===== src/design/pbat_defs.svh =====
// address ranges, latency profiles and encodings of the peripheral access bridge
`ifndef PBAT_DEFS_SVH
`define PBAT_DEFS_SVH

// ****************************************************************
// access size codes
// ****************************************************************
`define PBAT_SIZE_BYTE 2'h0
`define PBAT_SIZE_HALF 2'h1
`define PBAT_SIZE_WORD 2'h2

// ****************************************************************
// latency packing: rd_eq,wr_eq,rd_lo,rd_hi,wr_lo,wr_hi (4 bits each)
// ****************************************************************
`define PBAT_NUM_ROWS 20
`define PBAT_ROW_SERCOM 15
`define PBAT_ROW_SPI 16
`define PBAT_EXTRA 4'h2
`define PBAT_SPI_DATA_OFS 12'h004

`define PBAT_CTRL_LO 32'h4000_0000
`define PBAT_CTRL_HI 32'h4000_6fff
`define PBAT_CTRL_CNT 24'h222222
`define PBAT_SECDBG_LO 32'h4000_8000
`define PBAT_SECDBG_HI 32'h4001_cfff
`define PBAT_SECDBG_CNT 24'h434433
`define PBAT_SYSA_LO 32'h4001_e000
`define PBAT_SYSA_HI 32'h4001_e3ff
`define PBAT_SYSA_CNT 24'h545544
`define PBAT_SYSB_LO 32'h4001_e400
`define PBAT_SYSB_HI 32'h4001_e5ff
`define PBAT_SYSB_CNT 24'h985858
`define PBAT_PORT_LO 32'h4008_0000
`define PBAT_PORT_HI 32'h4008_0fff
`define PBAT_PORT_CNT 24'h542524
`define PBAT_EVT_LO 32'h4008_2000
`define PBAT_EVT_HI 32'h4008_3fff
`define PBAT_EVT_CNT 24'h543524
`define PBAT_MSTOP_LO 32'h4008_4000
`define PBAT_MSTOP_HI 32'h4008_4fff
`define PBAT_MSTOP_CNT 24'h542524
`define PBAT_POE_LO 32'h4008_a000
`define PBAT_POE_HI 32'h4008_afff
`define PBAT_POE_CNT 24'h543524
`define PBAT_USBA_LO 32'h4009_0000
`define PBAT_USBA_HI 32'h4009_03ff
`define PBAT_USBA_CNT 24'h653635
`define PBAT_USBB_LO 32'h4009_0400
`define PBAT_USBB_HI 32'h4009_04ff
`define PBAT_USBB_CNT 24'h431413
`define PBAT_IIC_LO 32'h4009_2000
`define PBAT_IIC_HI 32'h4009_ffff
`define PBAT_IIC_CNT 24'h542524
`define PBAT_CANU_LO 32'h400a_8000
`define PBAT_CANU_HI 32'h400a_9fff
`define PBAT_CANU_CNT 24'h542524
`define PBAT_PSEC_LO 32'h400e_0000
`define PBAT_PSEC_HI 32'h400e_0fff
`define PBAT_PSEC_CNT 24'h542524
`define PBAT_LPTMR_LO 32'h400e_8000
`define PBAT_LPTMR_HI 32'h400e_8fff
`define PBAT_LPTMR_CNT 24'h745724
`define PBAT_CALC_LO 32'h4010_8000
`define PBAT_CALC_HI 32'h4010_9fff
`define PBAT_CALC_CNT 24'h542524
`define PBAT_SERCOM_LO 32'h4011_8000
`define PBAT_SERCOM_HI 32'h4011_8fff
`define PBAT_SERCOM_CNT 24'h542524
`define PBAT_SPI_LO 32'h4011_a000
`define PBAT_SPI_HI 32'h4011_afff
`define PBAT_SPI_CNT 24'h542524
`define PBAT_CRYPT_LO 32'h4016_1000
`define PBAT_CRYPT_HI 32'h4016_1fff
`define PBAT_CRYPT_CNT 24'h643624
`define PBAT_PWM_LO 32'h4016_9000
`define PBAT_PWM_HI 32'h4016_9fff
`define PBAT_PWM_CNT 24'h744724
`define PBAT_CONV_LO 32'h4017_0000
`define PBAT_CONV_HI 32'h4017_2fff
`define PBAT_CONV_CNT 24'h542524

`endif


===== src/design/pbat_pkg.sv =====
// types shared by the peripheral access bridge
package pbat_pkg;
  // reference clock of a decoded range
  typedef enum logic [1:0] {PBAT_REF_CORE, PBAT_REF_FAST, PBAT_REF_SLOW} pbat_ref_t;
  // master request carried with its address and data
  typedef struct packed {
    logic [31:0] addr;
    logic write;
    logic [1:0] size;
    logic [31:0] wdata;
  } pbat_req_t;
  // answer to the master
  typedef struct packed {
    logic [31:0] rdata;
    logic err;
  } pbat_resp_t;
  // one row of the range table
  typedef struct packed {
    logic [31:0] lo;
    logic [31:0] hi;
    logic [23:0] cnt;
    pbat_ref_t refc;
  } pbat_row_t;
  // decoded latency profile
  typedef struct packed {
    logic hit;
    pbat_ref_t refc;
    logic [3:0] eq_cnt;
    logic [3:0] uneq_cnt;
  } pbat_prof_t;
endpackage : pbat_pkg


===== src/design/pbat_bridge.sv =====
// peripheral access bridge: decodes ranges and holds the master for the access latency
`timescale 1ns/1ps
`default_nettype none
`include "pbat_defs.svh"
// Operation
// - latency counted in the range's reference clock
// - latency is bus, sync and wait summed
// - equal clocks give a fixed sync count
// - faster core adds at least one period
// - writes unbuffered; master stalls until done
// - contention from other masters lengthens accesses
// - converter range: five/four, or two-five/two-four
// - fractional bounds: minimum truncated, maximum rounded up
// - serial halfword registers take two more cycles
// - word data register access takes two more
module pbat_bridge import pbat_pkg::*; (
  input wire logic CLK,
  input wire logic NRST,
  input wire logic [3:0] FAST_DIV,
  input wire logic [3:0] SLOW_DIV,
  input wire logic BUS_CONTEND,
  input wire logic REQ_VALID,
  input wire pbat_req_t REQ,
  output logic REQ_READY,
  output logic RESP_VALID,
  output pbat_resp_t RESP,
  output logic PER_STB,
  output pbat_req_t PER_ACC,
  input wire logic [31:0] PER_RDATA
);
  typedef enum logic [1:0] {ST_IDLE, ST_ALIGN, ST_COUNT, ST_RESP} pbat_state_t;

  logic [1:0] rst_pipe_r;
  logic rst_n;
  logic [3:0] div_pin [2];
  logic [3:0] div_meta_r [2];
  logic [3:0] div_sync_r [2];
  logic [3:0] ph_r [2];
  logic [1:0] tick;
  logic [1:0] div_eq;
  pbat_state_t st_r;
  pbat_prof_t prof;
  pbat_ref_t ref_r;
  logic [3:0] cnt_r;
  logic [31:0] rdata_r;
  logic err_r;
  logic acc;
  logic eq_now;
  logic tick_sel;
  logic step;

  // ****************************************************************
  // reset release
  // ****************************************************************
  // async assert, release through two flops so every register leaves reset together
  always_ff @(posedge CLK or negedge NRST) begin
    if (!NRST) begin
      rst_pipe_r <= 2'h0;
    end else begin
      rst_pipe_r <= {rst_pipe_r[0], 1'b1};
    end
  end
  assign rst_n = rst_pipe_r[1];

  // ****************************************************************
  // divided peripheral clocks as enables on the core clock
  // ****************************************************************
  assign div_pin[0] = FAST_DIV;
  assign div_pin[1] = SLOW_DIV;

  genvar g;
  generate
    for (g = 0; g < 2; g++) begin : g_div
      // ratio straps come from pins; two flops before use
      always_ff @(posedge CLK or negedge rst_n) begin
        if (!rst_n) begin
          div_meta_r[g] <= 4'h1;
          div_sync_r[g] <= 4'h1;
        end else begin
          div_meta_r[g] <= div_pin[g];
          div_sync_r[g] <= div_meta_r[g];
        end
      end
      // phase counter; a ratio of zero is treated as one
      always_ff @(posedge CLK or negedge rst_n) begin
        if (!rst_n) begin
          ph_r[g] <= 4'h0;
        end else if (ph_r[g] + 4'h1 >= div_sync_r[g]) begin
          ph_r[g] <= 4'h0;
        end else begin
          ph_r[g] <= ph_r[g] + 4'h1;
        end
      end
      assign tick[g] = (ph_r[g] == 4'h0);
      assign div_eq[g] = (div_sync_r[g] <= 4'h1);
    end
  endgenerate

  // ****************************************************************
  // decode and handshake
  // ****************************************************************
  pbat_profile u_profile (
    .req(REQ),
    .prof(prof)
  );

  // held low until the internal reset copy lets go, so no request is lost in reset
  assign REQ_READY = (st_r == ST_IDLE) && rst_n;
  assign acc = REQ_VALID && REQ_READY;
  assign eq_now = (prof.refc == PBAT_REF_FAST) ? div_eq[0] : div_eq[1];

  // count edges of the range's own reference clock
  always_comb begin
    unique case (ref_r)
      PBAT_REF_FAST: tick_sel = tick[0];
      PBAT_REF_SLOW: tick_sel = tick[1];
      default: tick_sel = 1'b1;
    endcase
  end
  // another master on the bus freezes the count
  assign step = tick_sel && !BUS_CONTEND;
  // the peripheral is touched on the last counted cycle only
  assign PER_STB = (st_r == ST_COUNT) && step && (cnt_r == 4'h1);
  assign RESP_VALID = (st_r == ST_RESP);
  assign RESP = '{rdata: rdata_r, err: err_r};

  // ****************************************************************
  // sequencing
  // ****************************************************************
  always_ff @(posedge CLK or negedge rst_n) begin
    if (!rst_n) begin
      st_r <= ST_IDLE;
    end else begin
      unique case (st_r)
        ST_IDLE: begin
          if (acc && !prof.hit) begin
            st_r <= ST_RESP; // unmapped: answered at once, no peripheral touched
          end else if (acc && prof.refc != PBAT_REF_CORE && !eq_now) begin
            st_r <= ST_ALIGN;
          end else if (acc) begin
            st_r <= ST_COUNT;
          end
        end
        ST_ALIGN: begin
          if (step) begin
            st_r <= ST_COUNT;
          end
        end
        ST_COUNT: begin
          if (PER_STB) begin
            st_r <= ST_RESP;
          end
        end
        ST_RESP: begin
          st_r <= ST_IDLE;
        end
      endcase
    end
  end

  // latency load: the table figure already holds bus, sync and wait parts
  always_ff @(posedge CLK or negedge rst_n) begin
    if (!rst_n) begin
      cnt_r <= 4'h0;
    end else if (acc && prof.refc != PBAT_REF_CORE && !eq_now) begin
      // alignment edge is one period, so count one fewer after it
      cnt_r <= prof.uneq_cnt - 4'h1;
    end else if (acc) begin
      cnt_r <= prof.eq_cnt; // fixed with equal clocks
    end else if (st_r == ST_COUNT && step) begin
      cnt_r <= cnt_r - 4'h1;
    end
  end

  // request captured so the peripheral side sees stable flops
  always_ff @(posedge CLK or negedge rst_n) begin
    if (!rst_n) begin
      PER_ACC <= '0;
      ref_r <= PBAT_REF_CORE;
    end else if (acc) begin
      PER_ACC <= REQ;
      ref_r <= prof.refc;
    end
  end

  // read data and error held until the next request is accepted
  always_ff @(posedge CLK or negedge rst_n) begin
    if (!rst_n) begin
      rdata_r <= 32'h0000_0000;
      err_r <= 1'b0;
    end else if (acc) begin
      err_r <= !prof.hit;
      rdata_r <= 32'h0000_0000;
    end else if (PER_STB && !PER_ACC.write) begin
      rdata_r <= PER_RDATA;
    end
  end

  // ****************************************************************
  // checks
  // ****************************************************************
  conv_read_eq_a: assert property (@(posedge CLK) disable iff (!rst_n)
    (acc && REQ.addr == `PBAT_CONV_LO && !REQ.write && div_eq[0])
    ##1 (!BUS_CONTEND && div_eq[0])[*5] |-> PER_STB)
    else $error("converter read latency wrong");
  conv_write_eq_a: assert property (@(posedge CLK) disable iff (!rst_n)
    (acc && REQ.addr == `PBAT_CONV_LO && REQ.write && div_eq[0])
    ##1 (!BUS_CONTEND && div_eq[0])[*4] |-> PER_STB)
    else $error("converter write latency wrong");
  core_count_a: assert property (@(posedge CLK) disable iff (!rst_n)
    (acc && REQ.addr == `PBAT_CTRL_LO && !REQ.write)
    ##1 (!BUS_CONTEND)[*2] |-> PER_STB)
    else $error("core range latency wrong");
  slow_fixed_a: assert property (@(posedge CLK) disable iff (!rst_n)
    (acc && REQ.addr == `PBAT_MSTOP_LO && !REQ.write && div_eq[1])
    ##1 (!BUS_CONTEND && div_eq[1])[*5] |-> PER_STB && !$past(PER_STB))
    else $error("equal clock latency not fixed");
  sercom_extra_a: assert property (@(posedge CLK) disable iff (!rst_n)
    (acc && REQ.addr == `PBAT_SERCOM_LO && REQ.write &&
     REQ.size == `PBAT_SIZE_HALF && div_eq[0])
    ##1 (!BUS_CONTEND && div_eq[0])[*6] |-> PER_STB)
    else $error("serial halfword latency wrong");
  spi_extra_a: assert property (@(posedge CLK) disable iff (!rst_n)
    (acc && REQ.addr == (`PBAT_SPI_LO | {20'h0_0000, `PBAT_SPI_DATA_OFS}) &&
     !REQ.write && REQ.size == `PBAT_SIZE_WORD && div_eq[0])
    ##1 (!BUS_CONTEND && div_eq[0])[*7] |-> PER_STB)
    else $error("word data register latency wrong");
  contend_stall_a: assert property (@(posedge CLK) disable iff (!rst_n)
    (st_r == ST_COUNT && BUS_CONTEND) |-> !PER_STB ##1 (st_r != ST_IDLE))
    else $error("access finished under contention");
  sync_align_a: assert property (@(posedge CLK) disable iff (!rst_n)
    (acc && prof.hit && prof.refc != PBAT_REF_CORE && !eq_now) |=> (st_r == ST_ALIGN))
    else $error("no synchronisation period added");
  answer_after_a: assert property (@(posedge CLK) disable iff (!rst_n)
    PER_STB |=> RESP_VALID && !REQ_READY && (PER_ACC.write || RESP.rdata == $past(PER_RDATA)))
    else $error("answer not after peripheral access");
  unmapped_err_a: assert property (@(posedge CLK) disable iff (!rst_n)
    (acc && !prof.hit) |=> RESP_VALID && RESP.err ##1 REQ_READY)
    else $error("unmapped access not answered with error");

  conv_read_c: cover property (@(posedge CLK) disable iff (!rst_n)
    acc && REQ.addr == `PBAT_CONV_LO && !REQ.write);
  uneq_access_c: cover property (@(posedge CLK) disable iff (!rst_n)
    st_r == ST_ALIGN ##[1:40] PER_STB);
  contend_c: cover property (@(posedge CLK) disable iff (!rst_n)
    st_r == ST_COUNT && BUS_CONTEND);
  unmapped_c: cover property (@(posedge CLK) disable iff (!rst_n)
    RESP_VALID && RESP.err);
endmodule : pbat_bridge
`default_nettype wire


===== src/design/pbat_profile.sv =====
// address decoder that picks the latency profile of a peripheral range
`timescale 1ns/1ps
`default_nettype none
`include "pbat_defs.svh"
module pbat_profile import pbat_pkg::*; (
  input wire pbat_req_t req,
  output pbat_prof_t prof
);
  // ****************************************************************
  // range table
  // ****************************************************************
  localparam int NROW = `PBAT_NUM_ROWS;
  localparam pbat_row_t ROWS [NROW] = '{
    '{`PBAT_CTRL_LO, `PBAT_CTRL_HI, `PBAT_CTRL_CNT, PBAT_REF_CORE},
    '{`PBAT_SECDBG_LO, `PBAT_SECDBG_HI, `PBAT_SECDBG_CNT, PBAT_REF_CORE},
    '{`PBAT_SYSA_LO, `PBAT_SYSA_HI, `PBAT_SYSA_CNT, PBAT_REF_CORE},
    '{`PBAT_SYSB_LO, `PBAT_SYSB_HI, `PBAT_SYSB_CNT, PBAT_REF_SLOW},
    '{`PBAT_PORT_LO, `PBAT_PORT_HI, `PBAT_PORT_CNT, PBAT_REF_SLOW},
    '{`PBAT_EVT_LO, `PBAT_EVT_HI, `PBAT_EVT_CNT, PBAT_REF_SLOW},
    '{`PBAT_MSTOP_LO, `PBAT_MSTOP_HI, `PBAT_MSTOP_CNT, PBAT_REF_SLOW},
    '{`PBAT_POE_LO, `PBAT_POE_HI, `PBAT_POE_CNT, PBAT_REF_SLOW},
    '{`PBAT_USBA_LO, `PBAT_USBA_HI, `PBAT_USBA_CNT, PBAT_REF_SLOW},
    '{`PBAT_USBB_LO, `PBAT_USBB_HI, `PBAT_USBB_CNT, PBAT_REF_SLOW},
    '{`PBAT_IIC_LO, `PBAT_IIC_HI, `PBAT_IIC_CNT, PBAT_REF_SLOW},
    '{`PBAT_CANU_LO, `PBAT_CANU_HI, `PBAT_CANU_CNT, PBAT_REF_SLOW},
    '{`PBAT_PSEC_LO, `PBAT_PSEC_HI, `PBAT_PSEC_CNT, PBAT_REF_SLOW},
    '{`PBAT_LPTMR_LO, `PBAT_LPTMR_HI, `PBAT_LPTMR_CNT, PBAT_REF_SLOW},
    '{`PBAT_CALC_LO, `PBAT_CALC_HI, `PBAT_CALC_CNT, PBAT_REF_FAST},
    '{`PBAT_SERCOM_LO, `PBAT_SERCOM_HI, `PBAT_SERCOM_CNT, PBAT_REF_FAST},
    '{`PBAT_SPI_LO, `PBAT_SPI_HI, `PBAT_SPI_CNT, PBAT_REF_FAST},
    '{`PBAT_CRYPT_LO, `PBAT_CRYPT_HI, `PBAT_CRYPT_CNT, PBAT_REF_FAST},
    '{`PBAT_PWM_LO, `PBAT_PWM_HI, `PBAT_PWM_CNT, PBAT_REF_FAST},
    '{`PBAT_CONV_LO, `PBAT_CONV_HI, `PBAT_CONV_CNT, PBAT_REF_FAST}
  };

  logic [NROW-1:0] hit;
  logic extra;

  // one comparator pair per range
  genvar i;
  generate
    for (i = 0; i < NROW; i++) begin : g_row
      assign hit[i] = (req.addr >= ROWS[i].lo) && (req.addr <= ROWS[i].hi);
    end
  endgenerate

  // ****************************************************************
  // profile select; ranges never overlap so order does not matter
  // ****************************************************************
  always_comb begin
    prof = '0;
    for (int k = 0; k < NROW; k++) begin
      if (hit[k]) begin
        prof.hit = 1'b1;
        prof.refc = ROWS[k].refc;
        prof.eq_cnt = req.write ? ROWS[k].cnt[19:16] : ROWS[k].cnt[23:20];
        // upper bound of the unequal range, already rounded up
        prof.uneq_cnt = req.write ? ROWS[k].cnt[3:0] : ROWS[k].cnt[11:8];
      end
    end
    // halfword serial registers and the word data register cost two more
    extra = (hit[`PBAT_ROW_SERCOM] && (req.size == `PBAT_SIZE_HALF)) ||
            (hit[`PBAT_ROW_SPI] && (req.size == `PBAT_SIZE_WORD) &&
             (req.addr[11:0] == `PBAT_SPI_DATA_OFS));
    if (extra) begin
      prof.eq_cnt = prof.eq_cnt + `PBAT_EXTRA;
      prof.uneq_cnt = prof.uneq_cnt + `PBAT_EXTRA;
    end
  end
endmodule : pbat_profile
`default_nettype wire


===== config.mk =====
export PLATFORM = sky130hd
export DESIGN_NAME = pbat_bridge
export DESIGN_NICKNAME = d
export VERILOG_FILES = /design/src/design/pbat_pkg.sv /design/src/design/pbat_bridge.sv /design/src/design/pbat_profile.sv
export VERILOG_INCLUDE_DIRS = /design/src /design/src/design
export SDC_FILE = /design/constraint.sdc
export NUM_CORES = 1
export LEC_CHECK = 0
export ABC_AREA = 1
export CAP_MARGIN = 15
export CORE_MARGIN = 2
export CORE_UTILIZATION = 53
export DETAILED_ROUTE_END_ITERATION = 16
export DONT_BUFFER_PORTS = 1
export PLACE_DENSITY_LB_ADDON = 0.08
export REMOVE_ABC_BUFFERS = 1
export SLEW_MARGIN = 20
export SYNTH_ARGS = -nofsm -noshare
export SYNTH_HDL_FRONTEND = slang
export SYNTH_SLANG_ARGS = --single-unit

===== constraint.sdc =====
create_clock -name CLK -period 4 [get_ports CLK]
set_clock_uncertainty 0.1 [all_clocks]
set_input_delay 0.2 -clock CLK [delete_from_list [all_inputs] [get_ports CLK]]
set_output_delay 0.2 -clock CLK [all_outputs]
set_load 0.005 [all_outputs]

==> flow_summary_export.csv <==
group,metric,value,unit
timing,rsz0062_at_grt,"false",
finish,syn2layout_area_growth,25.8,%
timing,relSlewSlack,37.2,%
timing,worstMarginPinSlew,942,ps
synthesis,ys_seq_area_share,47.4,%
synthesis,netlist_area,7090,sq um
route,viasPerCell,5.40,
timing,finalSetupViolCount,0,
cts,h-tree-depth,4,
cts,ctsResizeCount,0,
cts,cts_sinks,134,
place,port_buffers,0,
timing,period_share,69.3,%
cts,clk_path_buf_depth,2,
synthesis,netlist_instances,911,
floorplanning,dieWidth,120,um
cts,cts_tree,"done",
global_route,grt_max_degree,78,
global_route,antenna_found_initial,0,
place,dpl.hpwl,13200,um
timing,holdWs,24.2,ps
cts,clk_latency,410,ps
global_route,overflow,0,
synthesis,ys_ff_latch,134,
place,dp_cells,1064,
route,avgRoutedWirePerCell,16.3,um
synthesis,synth_edf_count,0,
floorplanning,initial_utilization,54.0,%
timing,finalHoldViolCount,0,
pwr,ir_worst_vdd,310,uV
finish,fin_cells,1204,
setup_path,crit_required,4260,ps
global_route,grt_pass1_vias,6679,
synthesis,synth_top_area_share,45.9,%
cts,cts_buffers,17,
global_route,grt_use_met1,34.1,%
route,firstDrtPassIters,5,
synthesis,synthTopCellsByCount,"257 x nand2_1, 130 x dfrtp_1, 112 x inv_1, 87 x nand3_1, 72 x o21ai_0",
floorplanning,io_pins,214,
flow_run,drv_cap,0,
global_route,use_met2,48.3,%
synthesis,synth_warnings,0,
synthesis,postSynthAreaPerCell,7.78,sq um
floorplanning,die_h,120,um
pwr,p_leak,4.41,nW
synthesis,synth.top_cells.by_area,"dfrtp_1 46%, nand2_1 14%, nand3_1 6.1%",
place,place_area,7250,sq um
synthesis,ys_async_sr_fraction,100,%
floorplanning,core-area,13100,sq um
pwr,total_power,5.34,mW
pwr,power.density_cell_area,598,nW/um^2
status,outcome,"completed",
setup_path,worstPathArrival,3030,ps
finish,finalNetCount,1148,
hold_path,hold_class,"in2reg",
global_route,grt.busiest_layer,"met2",
route,wl,19600,um
synthesis,synthFlopType,"dfrtp_1",
global_route,grtUsageMet3,8.17,%
place,gp_congestion,0.892,
route,drtIter0Drc,450,
route,vias,6501,
setup_path,critical_path_class,"in2reg",
floorplanning,row_count,42,
synthesis,yosysUniqueCellTypes,47,
floorplanning,die-area,14300,sq um
synthesis,yosysMostFrequentCell,"nand2_1",
cts,clk_pin_slew_worst_paths,50,ps
global_route,grt_util_all_layers,28.3,%
timing,finalMaxSlewViolations,0,
timing,fin_crit,2770,ps
finish,final_layout_size_suffix_gt1_share,9.53,%
setup_path,path_max_fanout,7,
setup_path,cp-end-kind,"flop",
timing,timing.fmax,361,MHz
finish,n_antenna_cell,0,
route,ant_nets,0,
cts,cts_root_buf,"clkbuf_16",
synthesis,synth_largest_area_cell,"dfrtp_1",
finish,final_area,8920,sq um
global_route,grt_pass1_wl,32200,um
setup_path,cp-start-kind,"input port",
route,drcViolationCount,0,
[path summary, 6_finish.rpt]
check,slack [ps],depth (start not counted),to,from
min in group asynchronous,480,2,rst_pipe_r[0],NRST
min,20,2,PER_ACC[34],REQ[34]
max,1230,19,cnt_r[1],REQ[54]
min reg2reg,250,0,div_sync_r[1],div_meta_r[1]
max reg2reg,1310,9,ref_r[0],st_r[0]
max in group asynchronous,2070,2,rdata_r[2],rst_pipe_r[1]
[per-layer routing]
layer  part of all wire (%)  vias to the layer above  routed length [um]
li1                       -                     3125                   -
met1                     41                     3063                8090
met2                     49                      273                9580
met3                    7.6                       40                1500
met4                    2.2                        0                 437
met5                      0                        -                   0
[through the flow]
step | util, % | setup TNS [ps] | setup WS, ps
after floorplan | - | -300300 | -3270
after global placement | 55.2 | 0 | 1300
after detailed placement | 55.2 | 0 | 1230
after CTS | 67.9 | 0 | 1220
after global routing | 67.9 | 0 | 949
final | 67.9 | 0 | 1230
[report_power, final]
| group | internal, mW | total (mW) | switching (mW) |
|---|---|---|---|
| clock network | 0.955 | 1.55 | 0.591 |
| registers | 1.93 | 2.42 | 0.488 |
| logic | 0.543 | 1.37 | 0.827 |
[layout by cell type (no fill, tap or decap), drive strengths merged, types with 4 or more instances in the layout]
master	n
nand2	268
dfrtp	130
inv	126
dlygate4sd3	108
nand3	91
nor2	82
o21ai	81
nand4	22
ha	22
clkbuf	22
a21oi	14
nor3	8
o211ai	7
buf	5
nor4	5
clkinv	5
clkinvlp	4
dfstp	4
or2	4
[registers in the layout (all words and copies together), names as in the netlist]
signal / count
rst_pipe_r: 2
st_r: 2
PER_ACC: 67
err_r: 1
ref_r: 2
div_meta_r: 8
rdata_r: 32
ph_r: 8
cnt_r: 4
div_sync_r: 8
[cell type report]
class	count	area, sq um
fillers	1062	4220
clock inverters	10	124
repair buffers	113	1120
multi-input cells	622	3160
flip-flops and latches	134	3360
clock buffers	22	464
inverters	127	477
well taps	176	220
[logic make-up after synthesis]
logic type,after synthesis,share of synthesized area [%]
xor gates and xnor gates,3,0.371
and+or+nand+nor,483,30.9
AOI/OAI and AO/OA,113,9.07
other,1,0.0529
buffers and inverters,155,8.33
DFF,134,47.4
adders and majority gates,22,3.88
[what timing repair did]
| action | 4_1_cts | 5_1_grt |
|---|---|---|
| buffers inserted | 0 | 0 |
| hold buffers | 108 | 0 |
| hold endpoints to repair | 108 | 0 |
[critical path, cell delays in order]
cell	delay, ps
dlygate4sd3_1	550
inv_2	80
nor2_2	160
nand2_1	100
nor2_2	180
nand2_1	90
o211ai_2	230
nand2_1	110
nor2_1	160
nand4_1	100
nand3_1	80
a21oi_1	60
o21bai_1	120
a31oi_1	90
ha_1	290
or2_1	230
nand2_1	80
nand2_1	50
nand2_1	60
(Power assumes the default switching activity.)
